File: src/design/pmc_pkg.sv
/*
 * Constants and types shared by the power mode control block.
 * Assumes a 125 MHz system clock and an Avalon-MM register bus with 32-bit data.
 */
// Functional notes
// Idle bit write gates processor clock.
// Idle keeps state, peripheral clocks running.
// Enabled interrupt or reset ends idle.
// Interrupt wake clears idle, resumes next.
// Reset wake restarts at address zero.
// Watchdog timeout resets out of idle.
// Stop bit halts processor, oscillators, clock.
// Stop silences interrupts, timers except detector.
// Only reset leaves stop, restart zero.
// Missing clock detector resets after 100us.
// Stop bit always reads zero.
// Idle bit always reads zero.
// Software follows idle with multibyte instruction.
// Both bits set chooses stop.
package pmc_pkg;

    // Register map: printed offset 0x87 is not a multiple of four, so it is an index.
    localparam logic [7:0]  PMC_REQ_INDEX    = 8'h87;
    localparam logic [9:0]  PMC_REQ_BYTE     = 10'h021C;
    localparam logic [7:0]  PMC_REQ_RESET    = 8'h00;
    localparam int          PMC_IDLE_BIT     = 0;
    localparam int          PMC_STOP_BIT     = 1;
    localparam logic [31:0] PMC_READ_ZERO    = 32'h0000_0000;
    localparam logic [19:0] PMC_RESET_VECTOR = 20'h0_0000;

    // Missing clock detector timeout.
    localparam int PMC_CLK_MHZ       = 125;
    localparam int PMC_DET_US        = 100;
    localparam int PMC_DET_CYCLES    = PMC_DET_US * PMC_CLK_MHZ;

    // Power states.
    typedef enum logic [1:0] {
        PMC_RUN,
        PMC_IDLE,
        PMC_STOP
    } pmc_state_type;

endpackage : pmc_pkg

File: src/design/pmc_top.sv
/*
 * Power mode control: idle and stop states of the processor core.
 * Assumes an Avalon-MM master on the same clock, and that the watchdog,
 * interrupt controller and reset pin are outside; their inputs are synchronised here.
 */
// Register access over Avalon-MM was decided locally.
`timescale 1ns/10ps

module pmc_top
    import pmc_pkg::*;
#(
    parameter int DET_CYCLES = PMC_DET_CYCLES
)
(
    input  wire logic        CLK_IN,
    input  wire logic        NRST_IN,
    input  wire logic [9:0]  AVS_ADDRESS_IN,
    input  wire logic        AVS_READ_IN,
    input  wire logic        AVS_WRITE_IN,
    input  wire logic [31:0] AVS_WRITEDATA_IN,
    input  wire logic [3:0]  AVS_BYTEENABLE_IN,
    output logic      [31:0] AVS_READDATA_OUT,
    output logic             AVS_WAITREQUEST_OUT,
    input  wire logic        INSTR_DONE_IN,
    input  wire logic        IRQ_ENABLED_IN,
    input  wire logic        WATCHDOG_TIMER_EXPIRED_IN,
    input  wire logic        DETECTOR_ENABLE_IN,
    input  wire logic        EXT_RESET_IN,
    output logic             CPU_CLK_EN_OUT,
    output logic             PERIPH_CLK_EN_OUT,
    output logic             OSC_EN_OUT,
    output logic             IRQ_GATE_OUT,
    output logic             IDLE_WAKE_OUT,
    output logic             SYS_RESET_OUT,
    output logic      [19:0] RESET_VECTOR_OUT,
    output logic      [1:0]  POWER_STATE_OUT
);

    ////////////////////////////////////////////////////////////////////////////////
    // State.

    typedef struct packed {
        pmc_state_type state;
        logic          pend_idle;
        logic          pend_stop;
        logic          ack;
        logic [31:0]   rdata;
        logic [2:0]    irq_s;
        logic [2:0]    dog_s;
        logic [2:0]    ext_s;
        logic [1:0]    det_en_s;
        logic [31:0]   det_cnt;
        logic          reset_out;
        logic          wake;
    } pmc_regs_type;

    pmc_regs_type r;
    pmc_regs_type next_r;

    logic access;
    logic hit;
    logic wr_hit;
    logic irq_live;
    logic dog_live;
    logic ext_live;

    ////////////////////////////////////////////////////////////////////////////////
    // Bus decode and synchronised inputs (bit 0 is first stage, only bit 1 is read).

    assign access   = (AVS_READ_IN || AVS_WRITE_IN) && !r.ack;
    assign hit      = AVS_ADDRESS_IN == PMC_REQ_BYTE;
    // A write takes effect only at the edge where waitrequest is low (second cycle).
    assign wr_hit   = AVS_WRITE_IN && r.ack && hit && AVS_BYTEENABLE_IN[0];
    assign irq_live = r.irq_s[1];
    assign dog_live = r.dog_s[1];
    assign ext_live = r.ext_s[1];

    // Next state.
    always_comb
    begin
        next_r          = r;
        next_r.irq_s    = {r.irq_s[1], r.irq_s[0], IRQ_ENABLED_IN};
        next_r.dog_s    = {r.dog_s[1], r.dog_s[0], WATCHDOG_TIMER_EXPIRED_IN};
        next_r.ext_s    = {r.ext_s[1], r.ext_s[0], EXT_RESET_IN};
        next_r.det_en_s = {r.det_en_s[0], DETECTOR_ENABLE_IN};
        next_r.ack      = access;
        next_r.reset_out = 1'b0;
        next_r.wake     = 1'b0;
        // Request bits are write-only triggers; reads return zero.
        next_r.rdata    = PMC_READ_ZERO;
        if (wr_hit)
        begin
            next_r.pend_idle = AVS_WRITEDATA_IN[PMC_IDLE_BIT];
            next_r.pend_stop = AVS_WRITEDATA_IN[PMC_STOP_BIT];
        end
        case (r.state)
            PMC_RUN:
            begin
                next_r.det_cnt = '0;
                // Entry waits for the writing instruction to complete.
                if (INSTR_DONE_IN && r.pend_stop)
                begin
                    next_r.state     = PMC_STOP;
                    next_r.pend_stop = 1'b0;
                    next_r.pend_idle = 1'b0;
                end
                else if (INSTR_DONE_IN && r.pend_idle)
                begin
                    next_r.state = PMC_IDLE;
                end
            end
            PMC_IDLE:
            begin
                if (dog_live || ext_live)
                begin
                    next_r.state     = PMC_RUN;
                    next_r.pend_idle = 1'b0;
                    next_r.reset_out = 1'b1;
                end
                else if (irq_live)
                begin
                    // Clear the request; the core services the interrupt then resumes.
                    next_r.state     = PMC_RUN;
                    next_r.pend_idle = 1'b0;
                    next_r.wake      = 1'b1;
                end
            end
            PMC_STOP:
            begin
                // Only the detector counts; it counts CLK_IN cycles while its synchronised enable is set.
                if (r.det_en_s[1])
                begin
                    next_r.det_cnt = r.det_cnt + 32'h0000_0001;
                end
                if (ext_live || (r.det_en_s[1] && r.det_cnt >= 32'(DET_CYCLES - 1)))
                begin
                    next_r.state     = PMC_RUN;
                    next_r.reset_out = 1'b1;
                    next_r.det_cnt   = '0;
                end
            end
            default:
            begin
                next_r.state = PMC_RUN;
            end
        endcase
    end

    // State register with synchronous reset.
    always_ff @(posedge CLK_IN)
    begin
        if (!NRST_IN)
        begin
            r       <= '0;
            r.state <= PMC_RUN;
        end
        else
        begin
            r <= next_r;
        end
    end

    ////////////////////////////////////////////////////////////////////////////////
    // Outputs.

    assign AVS_WAITREQUEST_OUT = (AVS_READ_IN || AVS_WRITE_IN) && !r.ack;
    assign AVS_READDATA_OUT    = r.rdata;
    // Peripherals, timers and interrupt logic stay clocked in idle.
    assign CPU_CLK_EN_OUT      = r.state == PMC_RUN;
    assign PERIPH_CLK_EN_OUT   = r.state != PMC_STOP;
    assign OSC_EN_OUT          = r.state != PMC_STOP;
    assign IRQ_GATE_OUT        = r.state != PMC_STOP;
    assign IDLE_WAKE_OUT       = r.wake;
    assign SYS_RESET_OUT       = r.reset_out;
    assign RESET_VECTOR_OUT    = PMC_RESET_VECTOR;
    assign POWER_STATE_OUT     = r.state;

    ////////////////////////////////////////////////////////////////////////////////
    // Checks.

    stop_wins_a: assert property (@(posedge CLK_IN) disable iff (!NRST_IN)
        (r.state == PMC_RUN && INSTR_DONE_IN && r.pend_stop) |=> r.state == PMC_STOP)
        else $error("stop request did not enter stop");
    idle_entry_a: assert property (@(posedge CLK_IN) disable iff (!NRST_IN)
        (r.state == PMC_RUN && INSTR_DONE_IN && r.pend_idle && !r.pend_stop) |=> !CPU_CLK_EN_OUT)
        else $error("idle request did not gate cpu clock");
    idle_clocks_a: assert property (@(posedge CLK_IN) disable iff (!NRST_IN)
        r.state == PMC_IDLE |-> PERIPH_CLK_EN_OUT && IRQ_GATE_OUT)
        else $error("peripheral clocks stopped in idle");
    irq_wake_a: assert property (@(posedge CLK_IN) disable iff (!NRST_IN)
        (r.state == PMC_IDLE && irq_live && !dog_live && !ext_live) |=> IDLE_WAKE_OUT && !r.pend_idle)
        else $error("interrupt did not wake idle");
    wdt_reset_a: assert property (@(posedge CLK_IN) disable iff (!NRST_IN)
        (r.state == PMC_IDLE && dog_live) |=> SYS_RESET_OUT && r.state == PMC_RUN)
        else $error("watchdog did not reset idle");
    stop_quiet_a: assert property (@(posedge CLK_IN) disable iff (!NRST_IN)
        r.state == PMC_STOP |-> !IRQ_GATE_OUT && !OSC_EN_OUT && !CPU_CLK_EN_OUT)
        else $error("activity in stop");
    stop_exit_a: assert property (@(posedge CLK_IN) disable iff (!NRST_IN)
        ($past(r.state) == PMC_STOP && r.state != PMC_STOP) |-> SYS_RESET_OUT)
        else $error("stop left without reset");
    read_zero_a: assert property (@(posedge CLK_IN) disable iff (!NRST_IN)
        (AVS_READ_IN && !AVS_WAITREQUEST_OUT) |-> AVS_READDATA_OUT == PMC_READ_ZERO)
        else $error("request bits read nonzero");

endmodule : pmc_top

File: config.mk
export PLATFORM = sky130hd
export DESIGN_NAME = pmc_top
export DESIGN_NICKNAME = d
export VERILOG_FILES = /design/src/design/pmc_pkg.sv /design/src/design/pmc_top.sv
export SDC_FILE = /design/constraint.sdc
export NUM_CORES = 1
export LEC_CHECK = 0
export ABC_AREA = 1
export BUFFER_PORTS_ARGS = -buffer_cell sky130_fd_sc_hd__buf_2
export CAP_MARGIN = 20
export CELL_PAD_IN_SITES_DETAIL_PLACEMENT = 0
export CELL_PAD_IN_SITES_GLOBAL_PLACEMENT = 1
export CORE_MARGIN = 4
export CORE_UTILIZATION = 35
export CTS_BUF_LIST = sky130_fd_sc_hd__clkbuf_4 sky130_fd_sc_hd__clkbuf_8
export CTS_CLUSTER_SIZE = 40
export DETAILED_ROUTE_END_ITERATION = 10
export HOLD_SLACK_MARGIN = 0.1
export PLACE_DENSITY = 0.84
export SYNTH_ARGS = -nofsm -noshare
export SYNTH_HDL_FRONTEND = slang
export SYNTH_SLANG_ARGS = --single-unit
export TNS_END_PERCENT = 5
File: constraint.sdc
create_clock -name CLK_IN -period 3.43 [get_ports CLK_IN]
set_clock_uncertainty 0.15 [all_clocks]
set_input_delay 0.343 -clock CLK_IN [delete_from_list [all_inputs] [get_ports CLK_IN]]
set_output_delay 0.343 -clock CLK_IN [all_outputs]
set_load 0.05 [all_outputs]
==> impl_metrics.ini, run 1 <==
[clock_tree]
root_buffer = clkbuf_8
clk_transition_reported_paths_ps = 90
cts_tree = built
cts_max_path_buffers = 2
cts_made_buffers = 5
clock-sinks = 47
htreeDepth = 2
postCtsSetupRepairBufs = 0
clk_latency_ps = 300

[worst_setup_path]
crit_path_end_kind = flip-flop
path_cells = inv_1 -> ha_1 -> inv_1 -> nand2_1 -> nand2_2 -> inv_2 -> nand2_1 -> nor2_1 -> nand2_1 -> o22ai_1 -> nor2_1
worstSetupStartpoint = POWER_STATE_OUT[0]
cp.arrival_ps = 2250
cp.depth = 11
endpoint = r[12]
r2r_setup_slack_ps = 1210
path_buf_inv = 3
timing.rr.start = POWER_STATE_OUT[0]
r2r-end = r[12]
crit_type = reg -> reg
cp_slowest_cell = dfxtp_1
critPathMaxStageDelay_ps = 350
critical_path.startpoint_type = flip-flop
critical-path-top-delay-family = simple AND/OR/NAND/NOR gates
worstRegToRegCells = 11
cp_max_fo = 24
path_common_cell = nand2_1
crit_required_ps = 3460

[synth]
async_reset_ff_share_pct = 0
yosysSeqAreaShare_pct = 40.0
synth.most_common_cell = nor2_1
synth_edf_count = 0
yosys.area.top_type = dfxtp_1
synthCells = 321
ys.flop_type = dfxtp_1
synth_common_cells = 63 x nor2_1, 62 x nand2_1, 56 x buf_4
ys_top_cells_by_area = dfxtp_1 40%, buf_4 18%, nor2_1 10%
yosys_warnings = 0
avgSynthCellArea_um2 = 7.33
synth_top_area_share_pct = 40.0
syn_area_um2 = 2350
synth_seq_cells = 47
synth.distinct_cells = 27

[placed_design]
port_buffers = 30
place.detailed.hpwl_um = 2840
gp_congestion = 0.812
place_ws_ps = 1200

[sta]
setup_viol = 0
fmax_mhz = 451
final-hold-violation-count = 0
setup_slack_ps = 1210
slew_headroom_pct = 58.6
rsz0062_at_grt = false
fin_crit_ps = 2220
tns_ps = 0
whs_ps = 169
fin_crit_sh_pct = 64.7
final-max-slew-violation-count = 0
worstMarginPinSlew_ps = 621

[global_routing]
grt_pass1_wl_um = 6570
grt_remaining_overflow = 0
grt_max_degree = 25
grt_use_total_pct = 9.39
grt_pass1_vias = 1543
antenna_found_initial = 0

[floorplanning]
rows = 29
dieHeight_um = 90
io_pins = 116
start_util_pct = 36.6
die_x_um = 90
core-area_um2 = 6420
die_area_um2 = 8100

[layout]
nFillCells = 692
nets = 410
n_antenna_cell = 0
drive_gt1_share_pct = 13.1
syn_to_final_growth_pct = 5.00

[pwr]
ir_drop_mv = 0.338
p_per_area_nw_per_um2 = 605
leakage_nw = 1.23
power_w = 0.00150

[route]
drc = 0
wirelength_um = 3820
drt-vias-per-instance = 4.01
drtPass1Iterations = 5
dr.first_iter.drc_count = 49
vias = 1722
antenna_left = 0
avgRoutedWirePerCell_um = 8.90

[flow_run]
maxCapViolations = 0

[min_path]
hold_path.class = in -> reg

[run_status]
status = finished clean
==> state kept, by name, summed over array words and instances (netlist names) <==
| signal | count |
|---|---|
| r | 36 |
| next_r | 4 |
| POWER_STATE_OUT | 2 |
| IDLE_WAKE_OUT | 1 |
| SYS_RESET_OUT | 1 |
| dog_live | 1 |
| ext_live | 1 |
| irq_live | 1 |
==> final cells by class <==
type	count	area, um2	share of cell area [%]
repair buffers	34	190	7.70
inverters	32	120	4.86
clock buffers	5	68.8	2.78
flip-flops and latches	47	941	38.1
clock inverters	3	22.5	0.911
multi-input cells	231	1030	41.8
well taps	77	96.3	3.90
==> layout by cell type (no fill, tap or decap) <==
cell type,Yosys,layout
nand3b_1,2,2
nor2_2,2,2
conb_1,1,52
xnor2_1,3,3
inv_1,31,31
nand2_1,62,62
inv_6,0,1
nor2_1,63,63
nand4_1,5,5
xor2_1,5,5
nand3_1,8,8
mux2i_1,1,1
nand2_4,1,1
a21oi_1,4,4
clkinv_4,0,1
clkbuf_8,0,5
o22ai_1,1,1
inv_2,1,1
nor4_1,3,3
ha_1,4,4
nor3_1,6,6
nand2_2,4,4
dfxtp_1,47,47
buf_2,1,30
o21bai_1,1,1
o21ai_1,1,1
clkinv_2,0,1
dlygate4sd3_1,0,4
o21ai_0,3,3
==> cell families (layout without fill, tap and decap cells) <==
kind of cell | count (synthesis) | after routing | share of synthesized area, %
simple gates | 156 | 156 | 27.8
buf+inv | 94 | 74 | 24.3
mux | 1 | 1 | 0.425
other cells | 1 | 52 | 0.159
flops | 47 | 47 | 40.0
xor+xnor | 8 | 8 | 2.98
fa+ha+maj | 4 | 4 | 2.13
compound gates | 10 | 10 | 2.29
==> per-stage QoR <==
step	util, %	instance area [um2]	cells
after floorplan	-	2540	372
after global placement	36.4	2340	417
after detailed placement	36.4	2340	417
after CTS	38.5	2470	429
after global routing	38.5	2470	429
final	38.5	2470	429
==> routing by layer <==
layer | GRT usage [%] | vias to the layer above | part of all wire, %
met5 | 0 | - | 0
met1 | 11.0 | 750 | 46
met2 | 16.7 | 39 | 48
met3 | 2.50 | 5 | 5.5
li1 | - | 928 | -
met4 | 2.68 | 0 | 1.0
==> worst reg2reg max path, delay by kind of cell, from the launching register on <==
kind,cells,cell delay [ps]
AOI/OAI and AO/OA,1,160
buffers and inverters,3,420
adders and majority gates,1,220
and+or+nand+nor,6,810
DFF,1,350
==> power by group <==
group	internal, W	switching [W]	leakage [nW]
clock network	0.000146	0.000187	0.0485
registers	0.000566	0.0000172	0.381
logic	0.000120	0.000459	0.802
total	0.000832	0.000664	1.23
==> repair_timing <==
action | 4_1_cts | 5_1_grt
resized for setup | 0 | 0
endpoints found under the hold margin | 4 | 0
hold buffers | 4 | 0
==> worst min path at each step <==
stage                         from       end  slack, ps  cells after the start
2_1_floorplan           next_r[40]  dog_live        240                      2
3_3_place_gp            next_r[43]  irq_live        240                      2
3_5_place_dp            next_r[37]  ext_live        250                      2
4_1_cts                AVS_READ_IN     r[77]        160                      3
5_1_grt        AVS_WRITEDATA_IN[0]     r[79]        190                      3
6_report               AVS_READ_IN     r[77]        170                      3
Note: power is estimated with default switching activity, not from simulation.
==> run 2: changes to the inputs <==
CORE_UTILIZATION = 29   (was 35)
PLACE_DENSITY = 0.74   (was 0.84)
clock period = 1.8 ns   (was 3.43 ns; I/O delays follow)
==> run 2 against run 1 <==
  * Critical endpoint unchanged
  * Critical path type unchanged
  * Sequential cell count stayed put
  * Sequential power grew 92%
  * Via count grew 2.4%
==> impl_metrics.ini, run 2 (synthesis results as in run 1) <==
[run_status]
status = finished clean

[clock_tree]
htreeDepth = 2
cts_made_buffers = 5
root_buffer = clkbuf_8
cts_tree = built
clk_latency_ps = 300
clock-sinks = 47
clk_transition_reported_paths_ps = 90
cts_max_path_buffers = 2

[worst_setup_path]
cp_max_fo = 4
path_common_cell = nand2_2
critical_path.startpoint_type = flip-flop
critPathMaxStageDelay_ps = 340
cp.arrival_ps = 1730
cp_slowest_cell = dfxtp_2
crit_type = reg -> reg
worstRegToRegCells = 11
r2r-end = r[12]
crit_path_end_kind = flip-flop
path_cells = inv_4 -> ha_4 -> clkinvlp_4 -> nand2_1 -> nand2_2 -> inv_2 -> nand2_2 -> nor2_4 -> nand2_2 -> o22ai_1 -> nor2_1
crit_required_ps = 1850
timing.rr.start = POWER_STATE_OUT[0]
r2r_setup_slack_ps = 120

[route]
vias = 1764
drtPass1Iterations = 4
avgRoutedWirePerCell_um = 8.74
antenna_left = 0
drt-vias-per-instance = 3.79
dr.first_iter.drc_count = 59
drc = 0
wirelength_um = 4080

[flow_run]
maxCapViolations = 0

[global_routing]
grt_busiest_layer = met2
grt_max_degree = 22
met1_usage_pct = 10.9
gr-usage-met3_pct = 1.50
grt_pass1_wl_um = 7020
grt_use_total_pct = 8.65
grt_remaining_overflow = 0
antenna_found_initial = 0
grt_pass1_vias = 1620
grt_util_met2_pct = 14.3

[layout]
largest_reg_flops = 36
top_register = r
post-route-util_pct = 34.6
n_antenna_cell = 0
nets = 422
mostFrequentLayoutCells = 62 x nor2_1, 60 x nand2_1, 52 x conb_1
syn_to_final_growth_pct = 14.8
drive_gt1_share_pct = 18.4
fin_cells = 466
mostFrequentLayoutCell = nor2_1

[sta]
final-max-slew-violation-count = 0
rsz0062_at_grt = true
setup_viol = 0
final-hold-violation-count = 0
fmax_mhz = 594
fin_crit_ps = 1680
tns_ps = 0
fin_crit_sh_pct = 93.5

[floorplanning]
dieHeight_um = 98.1
start_util_pct = 30.1
rows = 32
die_area_um2 = 9620
io_pins = 116
die_x_um = 98.1
core-area_um2 = 7810

[placed_design]
gp_congestion = 0.740
port_buffers = 30
dp_cells = 449
place.detailed.hpwl_um = 3040

[min_path]
hold_start = INSTR_DONE_IN
hold_path.class = in -> reg
hold-path-endpoint = r[78]
worstHoldPathCells = 6

[pwr]
ir_drop_mv = 0.735
p_per_area_nw_per_um2 = 1190
leakage_nw = 1.30
==> run 2: cell types whose count changed in the layout (fill, tap and decap cells not counted), sizes merged <==
cell and change:
buf +8, bufinv +1, clkinv -1, clkinvlp +1, dlygate4sd3 +4, inv -1
==> run 2: worst max-delay path by stage <==
stage                       start  endpoint  depth (start not counted)
3_3_place_gp   POWER_STATE_OUT[1]     r[12]                         11
6_report       POWER_STATE_OUT[0]     r[12]                         11
2_1_floorplan  POWER_STATE_OUT[0]     r[12]                         11
3_5_place_dp   POWER_STATE_OUT[1]      r[9]                          9
4_1_cts        POWER_STATE_OUT[1]      r[9]                          9
5_1_grt        POWER_STATE_OUT[0]     r[15]                         10
==> run 2: power breakdown <==
group | internal [W] | switching, W | total, W
clock network | 0.000421 | 0.000365 | 0.000786
logic | 0.000369 | 0.000944 | 0.00131
registers | 0.00109 | 0.0000363 | 0.00112
total | 0.00188 | 0.00135 | 0.00322
==> run 2: timing repair <==
action | in CTS | in global routing
hold buffers | 8 | 0
hold endpoints to repair | 7 | 0
resized for setup | 0 | 12
buffers inserted | 0 | 1
setup endpoints to repair | 0 | 14
==> run 2: layer usage <==
metal | vias to the layer above | share of wire [%]
met5 | - | 0
met4 | 0 | 1.3
met3 | 7 | 5.0
met2 | 40 | 48
met1 | 759 | 46
li1 | 958 | -
==> run 2: worst max-delay path: cells and delay by family (launching register included) <==
| kind | cells | cell delay (ps) |
|---|---|---|
| and+or+nand+nor | 6 | 490 |
| buffers and inverters | 3 | 270 |
| DFF | 1 | 340 |
| adders and majority gates | 1 | 150 |
| AOI/OAI and AO/OA | 1 | 160 |
==> run 2: cell type report <==
class,count,area [um2]
Clock buffer,5,68.8
Clock inverter,3,47.5
Fill cell,846,5110
Inverter,32,126
Multi-Input combinational cell,231,1090
Sequential cell,47,947
Tap cell,102,128
Timing Repair Buffer,46,290
==> run 2: through the flow <==
step           worst slack [ps]  total power [W]  area, um2  hold WS, ps
3_5_place_dp               65.1          0.00237       2450          216
6_report                    117          0.00322       2700          141
3_3_place_gp               50.0          0.00237       2450          209
2_1_floorplan             -94.1          0.00226       2570          128
4_1_cts                    36.3          0.00318       2650          140
5_1_grt                   -18.2          0.00343       2700          165
==> run 3: changes to the inputs <==
BUFFER_PORTS_ARGS = unset   (was -buffer_cell sky130_fd_sc_hd__buf_2)
CORE_UTILIZATION = 40   (was 29)
DONT_BUFFER_PORTS = 1   (was unset)
PLACE_DENSITY = 0.73   (was 0.74)
REMOVE_ABC_BUFFERS = 1   (was unset)
==> run 3 against run 2 <==
  * Non-clock buffer count shrank 22
  * Combinational power shrank 3%
  * Core utilization increased by 10 points
  * Largest cell class unchanged
  * Clock power fell by 17%
  * Hold slack better by 12 ps
  * Sequential share of layout area is 2.4 points higher
  * Sequential power barely moved
  * Clock-buffer cell count increased by 1
  * Cell area is 6.9% lower
  * Maximum frequency decreased by 2.9%
  * Power shrank 6.2%
  * Critical path depth stayed put
  * Highest routed layer unchanged
==> impl_metrics.ini, run 3 (synthesis results as in run 1) <==
[worst_setup_path]
cp_max_fo = 4
crit_required_ps = 1840
endpoint = r[12]
worstSetupStartpoint = POWER_STATE_OUT[0]
r2r-end = r[12]
critical-path-top-delay-family = simple AND/OR/NAND/NOR gates
path_buf_inv = 3
cp.arrival_ps = 1780
critical_path.startpoint_type = flip-flop
timing.rr.start = POWER_STATE_OUT[0]
cp_slowest_cell = dfxtp_1
r2r_setup_slack_ps = 70
worstRegToRegCells = 11
cp.depth = 11
path_cells = inv_1 -> ha_2 -> inv_1 -> nand2_1 -> nand2_2 -> inv_2 -> nand2_1 -> nor2_1 -> nand2_1 -> o22ai_1 -> nor2_1
crit_path_end_kind = flip-flop
critPathMaxStageDelay_ps = 320
crit_type = reg -> reg
path_common_cell = nand2_1

[clock_tree]
cts_made_buffers = 5
postCtsSetupRepairBufs = 0
clk_transition_reported_paths_ps = 90
cts_tree = built
cts_max_path_buffers = 2
root_buffer = clkbuf_8
clk_latency_ps = 290
clock-sinks = 47
htreeDepth = 2

[sta]
worstMarginPinSlew_ps = 655
slew_headroom_pct = 56.3
fin_crit_sh_pct = 96.4
rsz0062_at_grt = true
fmax_mhz = 577
final-hold-violation-count = 0
setup_viol = 0
fin_crit_ps = 1730
final-max-slew-violation-count = 0
setup_slack_ps = 65.7

[route]
drtPass1Iterations = 4
drc = 0
antenna_left = 0
wirelength_um = 3930
drt-vias-per-instance = 4.18
avgRoutedWirePerCell_um = 9.48
vias = 1729
dr.first_iter.drc_count = 75

[global_routing]
grt_max_degree = 19
grt_util_met2_pct = 19.9
grt_pass1_wl_um = 6960
met1_usage_pct = 13.6
grt_pass1_vias = 1647
antenna_found_initial = 0
grt_busiest_layer = met2
gr-usage-met3_pct = 2.75
grt_remaining_overflow = 0
grt_use_total_pct = 11.6

[floorplanning]
die_area_um2 = 7170
die_x_um = 84.7
core-area_um2 = 5610
io_pins = 116
dieHeight_um = 84.7
rows = 27
start_util_pct = 42.0

[layout]
mostFrequentLayoutCell = nor2_1
drive_gt1_share_pct = 9.36
largest_reg_flops = 36
nFillCells = 588
multiInputGateArea_um2 = 1060
regArea_um2 = 942
nets = 400
n_antenna_cell = 0
mostFrequentLayoutCells = 63 x nor2_1, 62 x nand2_1, 52 x conb_1
top_register = r
syn_to_final_growth_pct = 6.86

[pwr]
ir_drop_mv = 0.827
p_per_area_nw_per_um2 = 1200
power_w = 0.00302
leakage_nw = 1.21

[run_status]
status = finished clean

[placed_design]
port_buffers = 0
place.detailed.hpwl_um = 2910
gp_congestion = 0.717
place_ws_ps = 70.1

[min_path]
hold_path.class = in -> reg

[flow_run]
maxCapViolations = 0
[run 3: per-stage QoR]
| stage | hold slack [ps] | utilization [%] | area (um2) | std cells | TNS (ps) |
|---|---|---|---|---|---|
| after floorplan | 123 | - | 2090 | 310 | -37300 |
| after global placement | 129 | 40.5 | 2270 | 394 | 0 |
| after detailed placement | 131 | 40.5 | 2270 | 394 | 0 |
| after CTS | 126 | 44.4 | 2490 | 414 | 0 |
| after global routing | 202 | 44.8 | 2510 | 414 | -158 |
| final | 153 | 44.8 | 2510 | 414 | 0 |
[run 3: what timing repair did]
| item | CTS | global route |
|---|---|---|
| gates resized for setup | 0 | 8 |
| setup endpoints to repair | 0 | 29 |
| hold buffers | 12 | 0 |
| hold endpoints to repair | 36 | 0 |
[run 3: worst min-delay path: stages]
cell and delay, ps:
nand2_1 50, nor4_1 50, nand2_1 90, inv_1 60, nor2_1 80, nor3_1 50
[run 3: where the power goes]
| part | total (W) | switching (W) | leakage, nW | internal [W] |
|---|---|---|---|---|
| Combinational | 0.00127 | 0.000920 | 0.778 | 0.000346 |
| Clock | 0.000650 | 0.000356 | 0.0488 | 0.000294 |
| Sequential | 0.00111 | 0.0000276 | 0.381 | 0.00108 |
[run 3: worst min path at each step]
stage / start / endpoint / depth (start not counted)
after floorplan: NRST_IN / dog_live / 2
after global placement: NRST_IN / irq_live / 2
after detailed placement: NRST_IN / next_r[35] / 2
after CTS: AVS_ADDRESS_IN[2] / r[78] / 6
after global routing: INSTR_DONE_IN / POWER_STATE_OUT[0] / 6
final: AVS_ADDRESS_IN[2] / r[78] / 6
[run 3: area by class of cell]
class / count / area share, %
repair buffers: 24 / 8.46
multi-input cells: 231 / 42.0
clock buffers: 6 / 3.03
flip-flops and latches: 47 / 37.5
inverters: 32 / 4.78
clock inverters: 2 / 0.697
well taps: 72 / 3.58
[run 3: layer usage]
layer / part of all wire (%) / wire [um]
met3: 8.2 / 320
met4: 1.8 / 70
met1: 44 / 1720
met2: 46 / 1820
met5: 0 / 0
